--- src/rtl/dpr_pkg.sv ---
// Constants, register map and field layout of the digital port block
package dpr_pkg;

    // Clock rates; the port clock cannot exceed half of sys_clk here
    localparam int unsigned SYS_CLK_HZ     = 20_000_000;
    localparam int unsigned PORT_CLK_HZ    = 56_250_000;
    localparam int unsigned PORT_HALF_RAW  = SYS_CLK_HZ / (2 * PORT_CLK_HZ);
    localparam int unsigned PORT_HALF_CYC  =
        (PORT_HALF_RAW == 0) ? 1 : PORT_HALF_RAW;

    // Register byte addresses
    localparam logic [7:0] REG_CTRL  = 8'h00;
    localparam logic [7:0] REG_DECIM = 8'h04;
    localparam logic [7:0] REG_OUT   = 8'h08;
    localparam logic [7:0] REG_IN    = 8'h0c;
    localparam logic [7:0] REG_STAT  = 8'h10;

    // Control register fields
    localparam int unsigned CTRL_DRIVE_LSB = 0;
    localparam int unsigned CTRL_MODE_BIT  = 4;
    localparam int unsigned CTRL_CLKSEL_BIT = 5;

    // Reset values
    localparam logic [31:0] DECIM_RST = 32'h0055_d4a8; // 5625000
    localparam logic [31:0] OUT_RST   = 32'h0000_0000;

    // Result mode bit positions on the port lines
    localparam int unsigned NUM_BYTES    = 4;
    localparam int unsigned NUM_PATHS    = 10;
    localparam int unsigned RES_VALID_LO = 0;
    localparam int unsigned RES_CW_LSB   = 1;
    localparam int unsigned RES_RSV_LSB  = 11;
    localparam int unsigned RES_RSV_MSB  = 13;
    localparam int unsigned RES_VALID_HI = 14;
    localparam int unsigned RES_STROBE   = 15;

    // Result FIFO
    localparam int unsigned FIFO_DEPTH = 4;

    // Operating modes of the port
    typedef enum logic {
        MODE_MANUAL = 1'b0,
        MODE_RESULT = 1'b1
    } dpr_mode_e;

    // AXI responses
    localparam logic [1:0] RESP_OKAY   = 2'b00;
    localparam logic [1:0] RESP_SLVERR = 2'b10;

endpackage

--- src/rtl/dpr_fifo.sv ---
// Small synchronous FIFO with valid/ready on both sides
`timescale 1ns/1ns
`default_nettype none
module dpr_fifo #(
    parameter int unsigned WIDTH = 10,
    parameter int unsigned DEPTH = 4
) (
    // Clock and reset
    input  wire logic             clk,
    input  wire logic             resetn,
    // Fill side
    input  wire logic [WIDTH-1:0] in_data,
    input  wire logic             in_valid,
    output logic                  in_ready,
    // Drain side
    output logic [WIDTH-1:0]      out_data,
    output logic                  out_valid,
    input  wire logic             out_ready
);
    localparam int unsigned AW = (DEPTH > 1) ? $clog2(DEPTH) : 1;

    typedef struct packed {
        logic [DEPTH-1:0][WIDTH-1:0] mem;
        logic [AW-1:0]               wr_ptr;
        logic [AW-1:0]               rd_ptr;
        logic [AW:0]                 count;
        logic                        not_full;
    } dpr_fifo_s;

    dpr_fifo_s st_q;
    dpr_fifo_s st_d;
    logic      push;
    logic      pop;

    always_comb begin
        st_d = st_q;
        push = in_valid && st_q.not_full;
        pop  = out_ready && (st_q.count != '0);
        if (push) begin
            st_d.mem[st_q.wr_ptr] = in_data;
            st_d.wr_ptr = (st_q.wr_ptr == AW'(DEPTH - 1)) ? '0
                                                          : st_q.wr_ptr + 1'b1;
        end
        if (pop) begin
            st_d.rd_ptr = (st_q.rd_ptr == AW'(DEPTH - 1)) ? '0
                                                          : st_q.rd_ptr + 1'b1;
        end
        st_d.count = st_q.count + (AW+1)'(push) - (AW+1)'(pop);
        // Registered so that ready does not ripple back from the drain side
        st_d.not_full = (st_d.count != (AW+1)'(DEPTH));
    end

    always_ff @(posedge clk or negedge resetn) begin
        if (!resetn) begin
            st_q <= '0;
        end else begin
            st_q <= st_d;
        end
    end

    assign in_ready  = st_q.not_full;
    assign out_valid = (st_q.count != '0);
    assign out_data  = st_q.mem[st_q.rd_ptr];

endmodule // dpr_fifo
`default_nettype wire

--- src/rtl/dpr_port.sv ---
// Digital I/O port with result output mode and AXI4-Lite registers
// Operation
// 32 lines in four bytes, each byte input or output by drive bit.
// Output lines update together on the port clock falling edge.
// Port clock is driven out on the output latch clock pin.
// Input sampling clock selected between port clock and external clock.
// Count selected clock edges to decimation value, then latch inputs.
// Decimation value resets to 5625000.
// Far side may clock inputs and outputs with its own external clock; here it clocks input sampling only, outputs stay on the port clock.
// Result mode drives codeword valid on bit 0 and bit 14.
// Result mode drives the ten path results on bits 10 down to 1.
// Result mode drives a toggling alignment strobe on bit 15.
// Results routed only in result mode with lower bytes driven.
// Reserved bits 13 to 11 driven low in result mode.
//
// The register offsets and register access over AXI4-Lite are this design's own decisions.
`timescale 1ns/1ns
`default_nettype none
module dpr_port
    import dpr_pkg::*;
(
    // Clock and reset
    input  wire logic                 sys_clk,
    input  wire logic                 resetn,
    // AXI4-Lite write address and data
    input  wire logic [7:0]           s_axi_awaddr,
    input  wire logic                 s_axi_awvalid,
    output logic                      s_axi_awready,
    input  wire logic [31:0]          s_axi_wdata,
    input  wire logic [3:0]           s_axi_wstrb,
    input  wire logic                 s_axi_wvalid,
    output logic                      s_axi_wready,
    // AXI4-Lite write response
    output logic [1:0]                s_axi_bresp,
    output logic                      s_axi_bvalid,
    input  wire logic                 s_axi_bready,
    // AXI4-Lite read
    input  wire logic [7:0]           s_axi_araddr,
    input  wire logic                 s_axi_arvalid,
    output logic                      s_axi_arready,
    output logic [31:0]               s_axi_rdata,
    output logic [1:0]                s_axi_rresp,
    output logic                      s_axi_rvalid,
    input  wire logic                 s_axi_rready,
    // Result codeword stream from the readout paths
    input  wire logic [NUM_PATHS-1:0] result_codeword,
    input  wire logic                 result_valid,
    output logic                      result_ready,
    // Port pins
    input  wire logic [31:0]          port_lines_i,
    output logic [31:0]               port_lines_o,
    output logic [31:0]               port_lines_oe,
    output logic                      output_latch_clock_out,
    input  wire logic                 ext_sample_clock_in
);

    typedef struct packed {
        logic        ext_s1;
        logic        ext_s2;
        logic        ext_s3;
        logic [31:0] pin_s1;
        logic [31:0] pin_s2;
        logic [3:0]  div_cnt;
        logic        latch_clk;
        logic [3:0]  drive;
        logic        mode;
        logic        clksel;
        logic [31:0] decim;
        logic [31:0] out_reg;
        logic [31:0] in_data;
        logic [31:0] dec_cnt;
        logic [15:0] sample_cnt;
        logic [31:0] pins_out;
        logic [31:0] pins_oe;
        logic        strobe;
        logic        res_on;
        logic        aw_got;
        logic        w_got;
        logic [7:0]  awaddr;
        logic [31:0] wdata;
        logic [3:0]  wstrb;
        logic        awrdy;
        logic        wrdy;
        logic        bvalid;
        logic [1:0]  bresp;
        logic        arrdy;
        logic        rvalid;
        logic [31:0] rdata;
        logic [1:0]  rresp;
        logic        fifo_rdy;
    } dpr_state_s;

    localparam dpr_state_s STATE_RST = '{
        decim:   DECIM_RST,
        out_reg: OUT_RST,
        default: '0
    };

    dpr_state_s           st_q;
    dpr_state_s           st_d;
    logic [31:0]          oe_exp;
    logic                 port_fall;
    logic                 port_rise;
    logic                 ext_edge;
    logic                 sample_tick;
    logic                 dec_hit;
    logic                 result_en;
    logic                 fifo_pop;
    logic                 fifo_rdy;
    logic [NUM_PATHS-1:0] fifo_data;
    logic                 fifo_valid;
    logic [31:0]          ctrl_word;
    logic [31:0]          wr_merge;
    logic [7:0]           wr_addr;
    logic [7:0]           rd_addr;

    // Byte lanes of the drive setting become per-line enables
    for (genvar b = 0; b < NUM_BYTES; b++) begin : g_drive
        assign oe_exp[8*b +: 8] = {8{st_q.drive[b]}};
    end

    assign ctrl_word = {26'h0, st_q.clksel, st_q.mode, st_q.drive};

    // Readout results wait here until a port clock falling edge with results enabled
    dpr_fifo #(
        .WIDTH (NUM_PATHS),
        .DEPTH (FIFO_DEPTH)
    ) u_fifo (
        .clk       (sys_clk),
        .resetn    (resetn),
        .in_data   (result_codeword),
        .in_valid  (result_valid),
        .in_ready  (fifo_rdy),
        .out_data  (fifo_data),
        .out_valid (fifo_valid),
        .out_ready (fifo_pop)
    );

    function automatic logic [31:0] merge_bytes(input logic [31:0] old_v,
                                                input logic [31:0] new_v,
                                                input logic [3:0]  strb);
        logic [31:0] res;
        res = old_v;
        for (int i = 0; i < 4; i++) begin
            if (strb[i]) begin
                res[8*i +: 8] = new_v[8*i +: 8];
            end
        end
        return res;
    endfunction

    always_comb begin
        st_d = st_q;
        // Pins from outside pass two flops before use
        st_d.ext_s1 = ext_sample_clock_in;
        st_d.ext_s2 = st_q.ext_s1;
        st_d.ext_s3 = st_q.ext_s2;
        st_d.pin_s1 = port_lines_i;
        st_d.pin_s2 = st_q.pin_s1;
        st_d.fifo_rdy = fifo_rdy;

        // Port clock generator; its falling edge is the output update point
        port_fall = 1'b0;
        port_rise = 1'b0;
        if (st_q.div_cnt == 4'(PORT_HALF_CYC - 1)) begin
            st_d.div_cnt   = '0;
            st_d.latch_clk = ~st_q.latch_clk;
            port_fall      = st_q.latch_clk;
            port_rise      = ~st_q.latch_clk;
        end else begin
            st_d.div_cnt = st_q.div_cnt + 4'h1;
        end

        // Results need result mode and both lower bytes as outputs
        result_en = (st_q.mode == MODE_RESULT) && (&st_q.drive[1:0]);
        fifo_pop  = port_fall && result_en && fifo_valid;

        if (port_fall) begin
            st_d.pins_oe = oe_exp;
            st_d.res_on  = result_en;
            if (result_en) begin
                st_d.strobe = ~st_q.strobe;
                st_d.pins_out = st_q.out_reg;
                st_d.pins_out[RES_VALID_LO] = fifo_valid;
                st_d.pins_out[RES_VALID_HI] = fifo_valid;
                st_d.pins_out[RES_CW_LSB +: NUM_PATHS] =
                    fifo_valid ? fifo_data : '0;
                st_d.pins_out[RES_RSV_MSB:RES_RSV_LSB] = '0;
                st_d.pins_out[RES_STROBE] = ~st_q.strobe;
            end else begin
                st_d.strobe   = 1'b0;
                st_d.pins_out = st_q.out_reg;
            end
        end

        // Input sampling on the selected clock, decimated
        ext_edge    = st_q.ext_s2 && !st_q.ext_s3;
        sample_tick = st_q.clksel ? ext_edge : port_rise;
        // A decimation of zero behaves as one
        dec_hit = (st_q.decim == '0) ||
                  (st_q.dec_cnt >= st_q.decim - 32'h1);
        if (sample_tick) begin
            if (dec_hit) begin
                st_d.dec_cnt    = '0;
                st_d.in_data    = st_q.pin_s2;
                st_d.sample_cnt = st_q.sample_cnt + 16'h1;
            end else begin
                st_d.dec_cnt = st_q.dec_cnt + 32'h1;
            end
        end

        // AXI4-Lite write channel; address and data may come in any order
        if (s_axi_awvalid && st_q.awrdy) begin
            st_d.aw_got = 1'b1;
            st_d.awaddr = s_axi_awaddr;
        end
        if (s_axi_wvalid && st_q.wrdy) begin
            st_d.w_got = 1'b1;
            st_d.wdata = s_axi_wdata;
            st_d.wstrb = s_axi_wstrb;
        end
        if (st_q.bvalid && s_axi_bready) begin
            st_d.bvalid = 1'b0;
        end
        wr_addr  = {st_d.awaddr[7:2], 2'b00};
        wr_merge = 32'h0;
        if (st_d.aw_got && st_d.w_got && !st_q.bvalid) begin
            st_d.aw_got = 1'b0;
            st_d.w_got  = 1'b0;
            st_d.bvalid = 1'b1;
            st_d.bresp  = RESP_OKAY;
            unique case (wr_addr)
                REG_CTRL: begin
                    wr_merge = merge_bytes(ctrl_word, st_d.wdata,
                                           st_d.wstrb);
                    st_d.drive  = wr_merge[CTRL_DRIVE_LSB +: NUM_BYTES];
                    st_d.mode   = wr_merge[CTRL_MODE_BIT];
                    st_d.clksel = wr_merge[CTRL_CLKSEL_BIT];
                    // Restart decimation so a new clock starts clean
                    st_d.dec_cnt = '0;
                end
                REG_DECIM: begin
                    st_d.decim = merge_bytes(st_q.decim, st_d.wdata,
                                             st_d.wstrb);
                    st_d.dec_cnt = '0;
                end
                REG_OUT: begin
                    st_d.out_reg = merge_bytes(st_q.out_reg, st_d.wdata,
                                               st_d.wstrb);
                end
                REG_IN, REG_STAT: begin
                    st_d.bresp = RESP_OKAY;
                end
                default: begin
                    st_d.bresp = RESP_SLVERR;
                end
            endcase
        end
        st_d.awrdy = !st_d.aw_got && !st_d.bvalid;
        st_d.wrdy  = !st_d.w_got && !st_d.bvalid;

        // AXI4-Lite read channel
        if (st_q.rvalid && s_axi_rready) begin
            st_d.rvalid = 1'b0;
        end
        rd_addr = {s_axi_araddr[7:2], 2'b00};
        if (s_axi_arvalid && st_q.arrdy) begin
            st_d.rvalid = 1'b1;
            st_d.rresp  = RESP_OKAY;
            unique case (rd_addr)
                REG_CTRL:  st_d.rdata = ctrl_word;
                REG_DECIM: st_d.rdata = st_q.decim;
                REG_OUT:   st_d.rdata = st_q.out_reg;
                REG_IN:    st_d.rdata = st_q.in_data;
                REG_STAT:  st_d.rdata = {st_q.sample_cnt, 13'h0,
                                         fifo_valid, !st_q.fifo_rdy,
                                         st_q.res_on};
                default: begin
                    st_d.rdata = 32'h0;
                    st_d.rresp = RESP_SLVERR;
                end
            endcase
        end
        st_d.arrdy = !st_d.rvalid;
    end

    always_ff @(posedge sys_clk or negedge resetn) begin
        if (!resetn) begin
            st_q <= STATE_RST;
        end else begin
            st_q <= st_d;
        end
    end

    assign s_axi_awready          = st_q.awrdy;
    assign s_axi_wready           = st_q.wrdy;
    assign s_axi_bvalid           = st_q.bvalid;
    assign s_axi_bresp            = st_q.bresp;
    assign s_axi_arready          = st_q.arrdy;
    assign s_axi_rvalid           = st_q.rvalid;
    assign s_axi_rdata            = st_q.rdata;
    assign s_axi_rresp            = st_q.rresp;
    assign result_ready           = fifo_rdy;
    assign port_lines_o           = st_q.pins_out;
    assign port_lines_oe          = st_q.pins_oe;
    assign output_latch_clock_out = st_q.latch_clk;
endmodule // dpr_port
`default_nettype wire

--- config.mk ---
export PLATFORM = sky130hd
export DESIGN_NAME = dpr_port
export DESIGN_NICKNAME = d
export VERILOG_FILES = /design/src/rtl/dpr_pkg.sv /design/src/rtl/dpr_fifo.sv /design/src/rtl/dpr_port.sv
export SDC_FILE = /design/constraint.sdc
export NUM_CORES = 1
export LEC_CHECK = 0
export BUFFER_PORTS_ARGS = -buffer_cell sky130_fd_sc_hd__buf_2
export CAP_MARGIN = 20
export CELL_PAD_IN_SITES_DETAIL_PLACEMENT = 0
export CELL_PAD_IN_SITES_GLOBAL_PLACEMENT = 2
export CORE_ASPECT_RATIO = 1.2
export CORE_MARGIN = 2
export CORE_UTILIZATION = 42
export CTS_CLUSTER_SIZE = 28
export DETAILED_ROUTE_END_ITERATION = 10
export GPL_TIMING_DRIVEN = 0
export PLACE_DENSITY_LB_ADDON = 0.15
export RECOVER_POWER = 100
export SLEW_MARGIN = 5
export SYNTH_ARGS = -nofsm -noshare
export SYNTH_HDL_FRONTEND = slang
export SYNTH_SLANG_ARGS = --single-unit
--- constraint.sdc ---
create_clock -name sys_clk -period 10.35 [get_ports sys_clk]
set_clock_uncertainty 0.2 [all_clocks]
set_input_delay 0.5175 -clock sys_clk [delete_from_list [all_inputs] [get_ports sys_clk]]
set_output_delay 0.5175 -clock sys_clk [all_outputs]
set_load 0.1 [all_outputs]
Word-level counts from Yosys, hierarchy flattened

Index checks and enable logic that the tools add are counted.

Output and inout port bits: 107
Bits in registers: 417

Equality and inequality tests: 11
Reductions and logical operators: 43
Bitwise gates (word level): 2
Mux-type cells: 31
Magnitude comparators: 4
$add $sub $neg: 8

Operator list:

| cell                    | number |
|---|---|
| $pmux W32 S5            | 1 |
| $mux W32                | 3 |
| $mux W48                | 1 |
| $bwmux W40              | 1 |
| $mux W36                | 1 |
| $mux W35                | 1 |
| $add A32 B1 Y32 const B | 1 |
| $ge A32 B32 Y1          | 1 |
| $logic_not A32 Y1       | 1 |
| $mux W16                | 2 |
| $sub A32 B1 Y32 const B | 1 |
| $mux W10                | 3 |
| $reduce_and A3 Y1       | 9 |
| $eq A6 B2 Y1 const B    | 4 |
| $bmux W10 S2            | 1 |
| $demux W10 S2           | 1 |
| $add A16 B1 Y16 const B | 1 |
| $logic_and A1 B1 Y1     | 16 |
| $eq A6 B1 Y1 const B    | 2 |
| $eq A6 B3 Y1 const B    | 2 |
| $logic_not A6 Y1        | 2 |
| $mux W2                 | 5 |
| $reduce_or A5 Y1        | 2 |
| $mux W1                 | 8 |
| 18 further kinds        | 29 |

Depth between registers and ports, before layout

Depth in word-level cells: 8
Depth in mapped cells: 18

Modules after synthesis

A second synthesis with hierarchy kept.

Cell total of the unflattened synthesis: 1451
Area, all modules: 17640.7 um^2

By module, submodules not included:

| module   | seq. area each (um^2) | cells each | area each (um^2) | instances |
|---|---|---|---|---|
| dpr_port | 8622.0                | 1320       | 15439.8          | 1 |
| dpr_fifo | 1201.2                | 131        | 2200.9           | 1 |

Least setup slack after synthesis

Ideal clock, no wire load.

Path kind: flip-flop to flip-flop
From: register st_q[268] in the netlist's numbering
To: register st_q[208] in the netlist's numbering
Cell stages (with the launch flop): 17
Buffers on the path: 2
Period minus slack after synthesis: 4.434 ns
Arrival time: 4.109 ns
Data required time: 10.025 ns
Setup slack: 5.916 ns
Library setup time: 0.125 ns
Path through: dfrtp_1 or3_1 or4_1 or3_1 nor2_1 nand2_1 nor4_1 xnor2_1 ha_1 nand4_1 nor4_1 a221oi_1 o221ai_2 o21ai_2 buf_6 buf_2 mux2_2

Longest elaborated chain between the ends: 4
Elaborated cells on any way between the ends: 5
Those cells by class: add/sub: 1; order compare: 1; reduce/logical: 3

RTL lines:

| what                          | RTL line        | RTL |
|---|---|---|
| start, declared               | dpr_port.sv:99  | `dpr_state_s st_q;` |
| start signal, assigned        | dpr_port.sv:291 | `st_q <= st_d;` |
| $sub A32 B1 Y32               | dpr_port.sv:201 | `(st_q.dec_cnt >= st_q.decim - 32'h1);` |
| $ge A32 B32 Y1                | dpr_port.sv:201 |  |
| $logic_or A1 B1 Y1 *          | dpr_port.sv:200 | `dec_hit = (st_q.decim == '0) \|\|` |
| $reduce_and A2 Y1 (no line) * | n/a             |  |

Mark *: on every way between the ends. The rest lies on a longest branch, timed or not.
A chain may end at the register's enable or synchronous reset.

==> key figures <==
Synthesis
  • Number of enable-type register cells in the synthesized netlist: 0
  • Synth Warn #: 0
  • Largest cells by area after synthesis: sky130_fd_sc_hd__dfrtp_1, sky130_fd_sc_hd__mux2_2, sky130_fd_sc_hd__buf_4, sky130_fd_sc_hd__ha_1, sky130_fd_sc_hd__nand2_1
  • Mean post-synth cell area: 12.49 um2
  • Synth top area share: 0.5455
  • Area of the mapped netlist: 0.01748 mm2
  • Sequential element share of the synthesized area: 0.5620
  • Most used flip-flop cell after synthesis: sky130_fd_sc_hd__dfrtp_1
  • Synth unique cells: 58
  • Post-synthesis async set-or-reset flop share: 1.000
  • Post-synthesis sequential element count: 392
  • Synth area leader: sky130_fd_sc_hd__dfrtp_1
  • Gate Count Post-Synth: 1,399

Global route
  • Antenna violations before repair: 11
  • Maximum number of pins on one net before global-route repair: 119
  • Global-route wire length before repair: 66,860 um
  • Gr usage total: 0.2017
  • Overflow left after global routing: 0
  • Vias in the first global route: 11,770

STA
  • Remaining max-slew budget at the tightest pin: -2.183
  • # setup viols final: 0
  • Timing-limited maximum frequency: 149.2 MHz
  • Share of the clock period used by the worst path after layout: 0.6477
  • Final hold violation count: 0
  • Setup TNS: 0 ns
  • Transition time at the pin with the least slew margin: 4.774 ns
  • Setup repair after global routing missed its margin: no
  • Count of pins over their slew limit: 184
  • Min cycle time layout: 6.704 ns
  • Setup ws final: 3.646 ns

Worst setup path
  • CP Class: primary input to async pin
  • Crit path max fanout: 100
  • Critical Path End Type: async pin
  • Data required time at the worst endpoint: 10.28 ns
  • Arrival time of data at the critical path endpoint: 6.63 ns
  • Sort of element at the start of the critical path: primary input

Run status
  • Failing checks: capacitance limit, slew limit
  • Status: complete, but fails checks

Clock tree
  • Clock Sink Count: 392
  • Clock insertion delay at the later pin of the skew report: 0.54 ns
  • Number of buffers created by CTS: 41
  • Post-CTS Setup Bufs: 0
  • CTS tree: done
  • CTS HTree Levels: 2
  • Clock edge transition at the registers on the reported setup and hold paths: 0.06 ns
  • Max clock buf depth: 3
  • # resized after CTS: 0
  • Count of hold buffers inserted by post-cts repair: 38
  • Root Buffer: sky130_fd_sc_hd__clkbuf_16

Cells and area
  • Post-layout net count: 1,833
  • Most common cell after layout, fill and taps aside: sky130_fd_sc_hd__dfrtp_1
  • Summed area of non-filler cells in the final layout: 0.02069 mm2
  • Final standard cell count with taps included and fillers excluded: 2,262
  • Fraction of layout cells with a size suffix above 1: 0.2688
  • Leading cell types in the layout, fill and taps excluded: sky130_fd_sc_hd__dfrtp_1, sky130_fd_sc_hd__mux2_2, sky130_fd_sc_hd__clkbuf_1
  • Layout Area Growth over Synthesis: 18.38%

Die
  • Core region area: 0.04094 mm2
  • Chip Width: 190.2 um
  • Number of placement rows: 81
  • Die Height: 227.5 um
  • Total Die Area: 0.04327 mm2
  • Initial cell density of the core: 0.4269
  • I/O pin count: 210

Placement
  • Worst setup slack before clock tree synthesis: 4.989 ns
  • Cell area after placement: 0.01926 mm2
  • Buffers on Ports: 201
  • Placer's final routability congestion estimate: 0.7851
  • Cells after DPL: 2,143
  • DP Wirelength: 31,730 um

Power and ir drop
  • Pwr Density: 295.3 mW/mm2
  • Worst supply voltage drop on vdd: 0.1570 mV
  • Leak pwr: 9.655 nW

Drt
  • Routed wirelength normalized by instance count: 18.88 um
  • Via-to-Cell Ratio: 5.019
  • Aggregate routed wire length: 42,710 um
  • DRC errors left: 0
  • Antenna Violating Nets Remaining: 0
  • Via count: 11,350
  • Detailed-router iteration count before antenna repair: 6
  • Violation count after the first detailed-routing iteration: 402

Min path
  • Classification of the worst-slack hold path: primary input to flip-flop

Flow run
  • MaxCap Viol Count: 2
worst max-delay path, cell delays in order:
cell and delay, ns:
sky130_fd_sc_hd__dlygate4sd3_1 0.52, sky130_fd_sc_hd__clkbuf_1 3.31, sky130_fd_sc_hd__buf_16 0.32, sky130_fd_sc_hd__clkbuf_2 1.77
per-layer routing:
metal  vias to the layer above  global-route usage  part of all wire
met3                        57             0.03977             0.046
met4                         6             0.05401             0.019
li1                       5426                   -                 -
met2                       206              0.3606              0.52
met1                      5658              0.2491              0.42
met5                         -                   0           0.00096
per-stage QoR:
step	power, mW	util	hold slack, ns
2_1_floorplan	4.188	-	0.02191
3_3_place_gp	4.763	0.4680	0.1337
4_1_cts	6.247	0.5101	0.01597
6_report	6.109	0.5053	0.03335
5_1_grt	6.573	0.5049	0.01231
3_5_place_dp	4.832	0.4705	0.1347
final cells by class:
| cell class | count | area, um2 |
|---|---|---|
| multi-input cells | 840 | 6616 |
| well taps | 539 | 674.4 |
| repair buffers | 242 | 1309 |
| diodes | 8 | 20.02 |
| flip-flops and latches | 392 | 9823 |
| fillers | 3764 | 20250 |
| inverters | 25 | 93.84 |
| clock inverters | 6 | 37.54 |
| plain buffers | 143 | 913.4 |
| clock buffers | 67 | 1204 |
kinds of logic after synthesis:
group / after synthesis / synth area share
xor gates and xnor gates: 79 / 0.03958
adders and majority gates: 45 / 0.03264
buffers and inverters: 168 / 0.05884
muxes: 228 / 0.1548
DFF: 392 / 0.5620
AOI/OAI and AO/OA: 138 / 0.05712
other: 1 / 0.0002145
and+or+nand+nor: 348 / 0.09477
cell usage after synthesis, drive strengths merged (14+ instances only):
| library cell | count |
|---|---|
| mux2 | 209 |
| ha | 44 |
| a222oi | 17 |
| inv | 25 |
| nor2 | 81 |
| o21ai | 43 |
| xor2 | 31 |
| a22o | 16 |
| xnor2 | 48 |
| buf | 112 |
| clkbuf | 31 |
| nor3 | 26 |
| dfrtp | 381 |
| nand3 | 23 |
| a22oi | 23 |
| nand2 | 130 |
| a21oi | 14 |
| nor4 | 15 |
sequential cells by signal, indices dropped and copies added, names as in the netlist, 4 cells and up:
signal	flops
s_axi_rdata	32
ctrl_word	6
st_q	228
u_fifo.st_q	47
port_lines_o	32
st_d	34
port_lines_oe	4
worst paths after layout:
| check | startpoint | endpoint | slack, ns | cells past startpoint |
|---|---|---|---|---|
| worst max-delay path | resetn | s_axi_rdata[3]$_DFFE_PN0P_ | 3.65 | 4 |
| worst min-delay path | s_axi_awaddr[5] | st_q[83]$_DFF_PN0_ | 0.03 | 2 |
| worst max register to register | st_q[268]$_DFFE_PN0P_ | st_q[212]$_DFFE_PN0P_ | 4.42 | 15 |
| worst min register to register | st_d[340]$_DFF_PN0_ | st_q[340]$_DFF_PN0_ | 0.13 | 0 |
| max in group sys_clk | st_q[268]$_DFFE_PN0P_ | st_q[212]$_DFFE_PN0P_ | 4.42 | 15 |
| min in group asynchronous | resetn | st_q[83]$_DFF_PN0_ | 2.05 | 2 |
power breakdown:
group,internal (mW),total [mW],switching (mW)
Combinational,1.06,2.55,1.49
Clock,0.793,1.38,0.589
Sequential,1.91,2.18,0.265
Note: power is estimated with default switching activity, not from simulation.
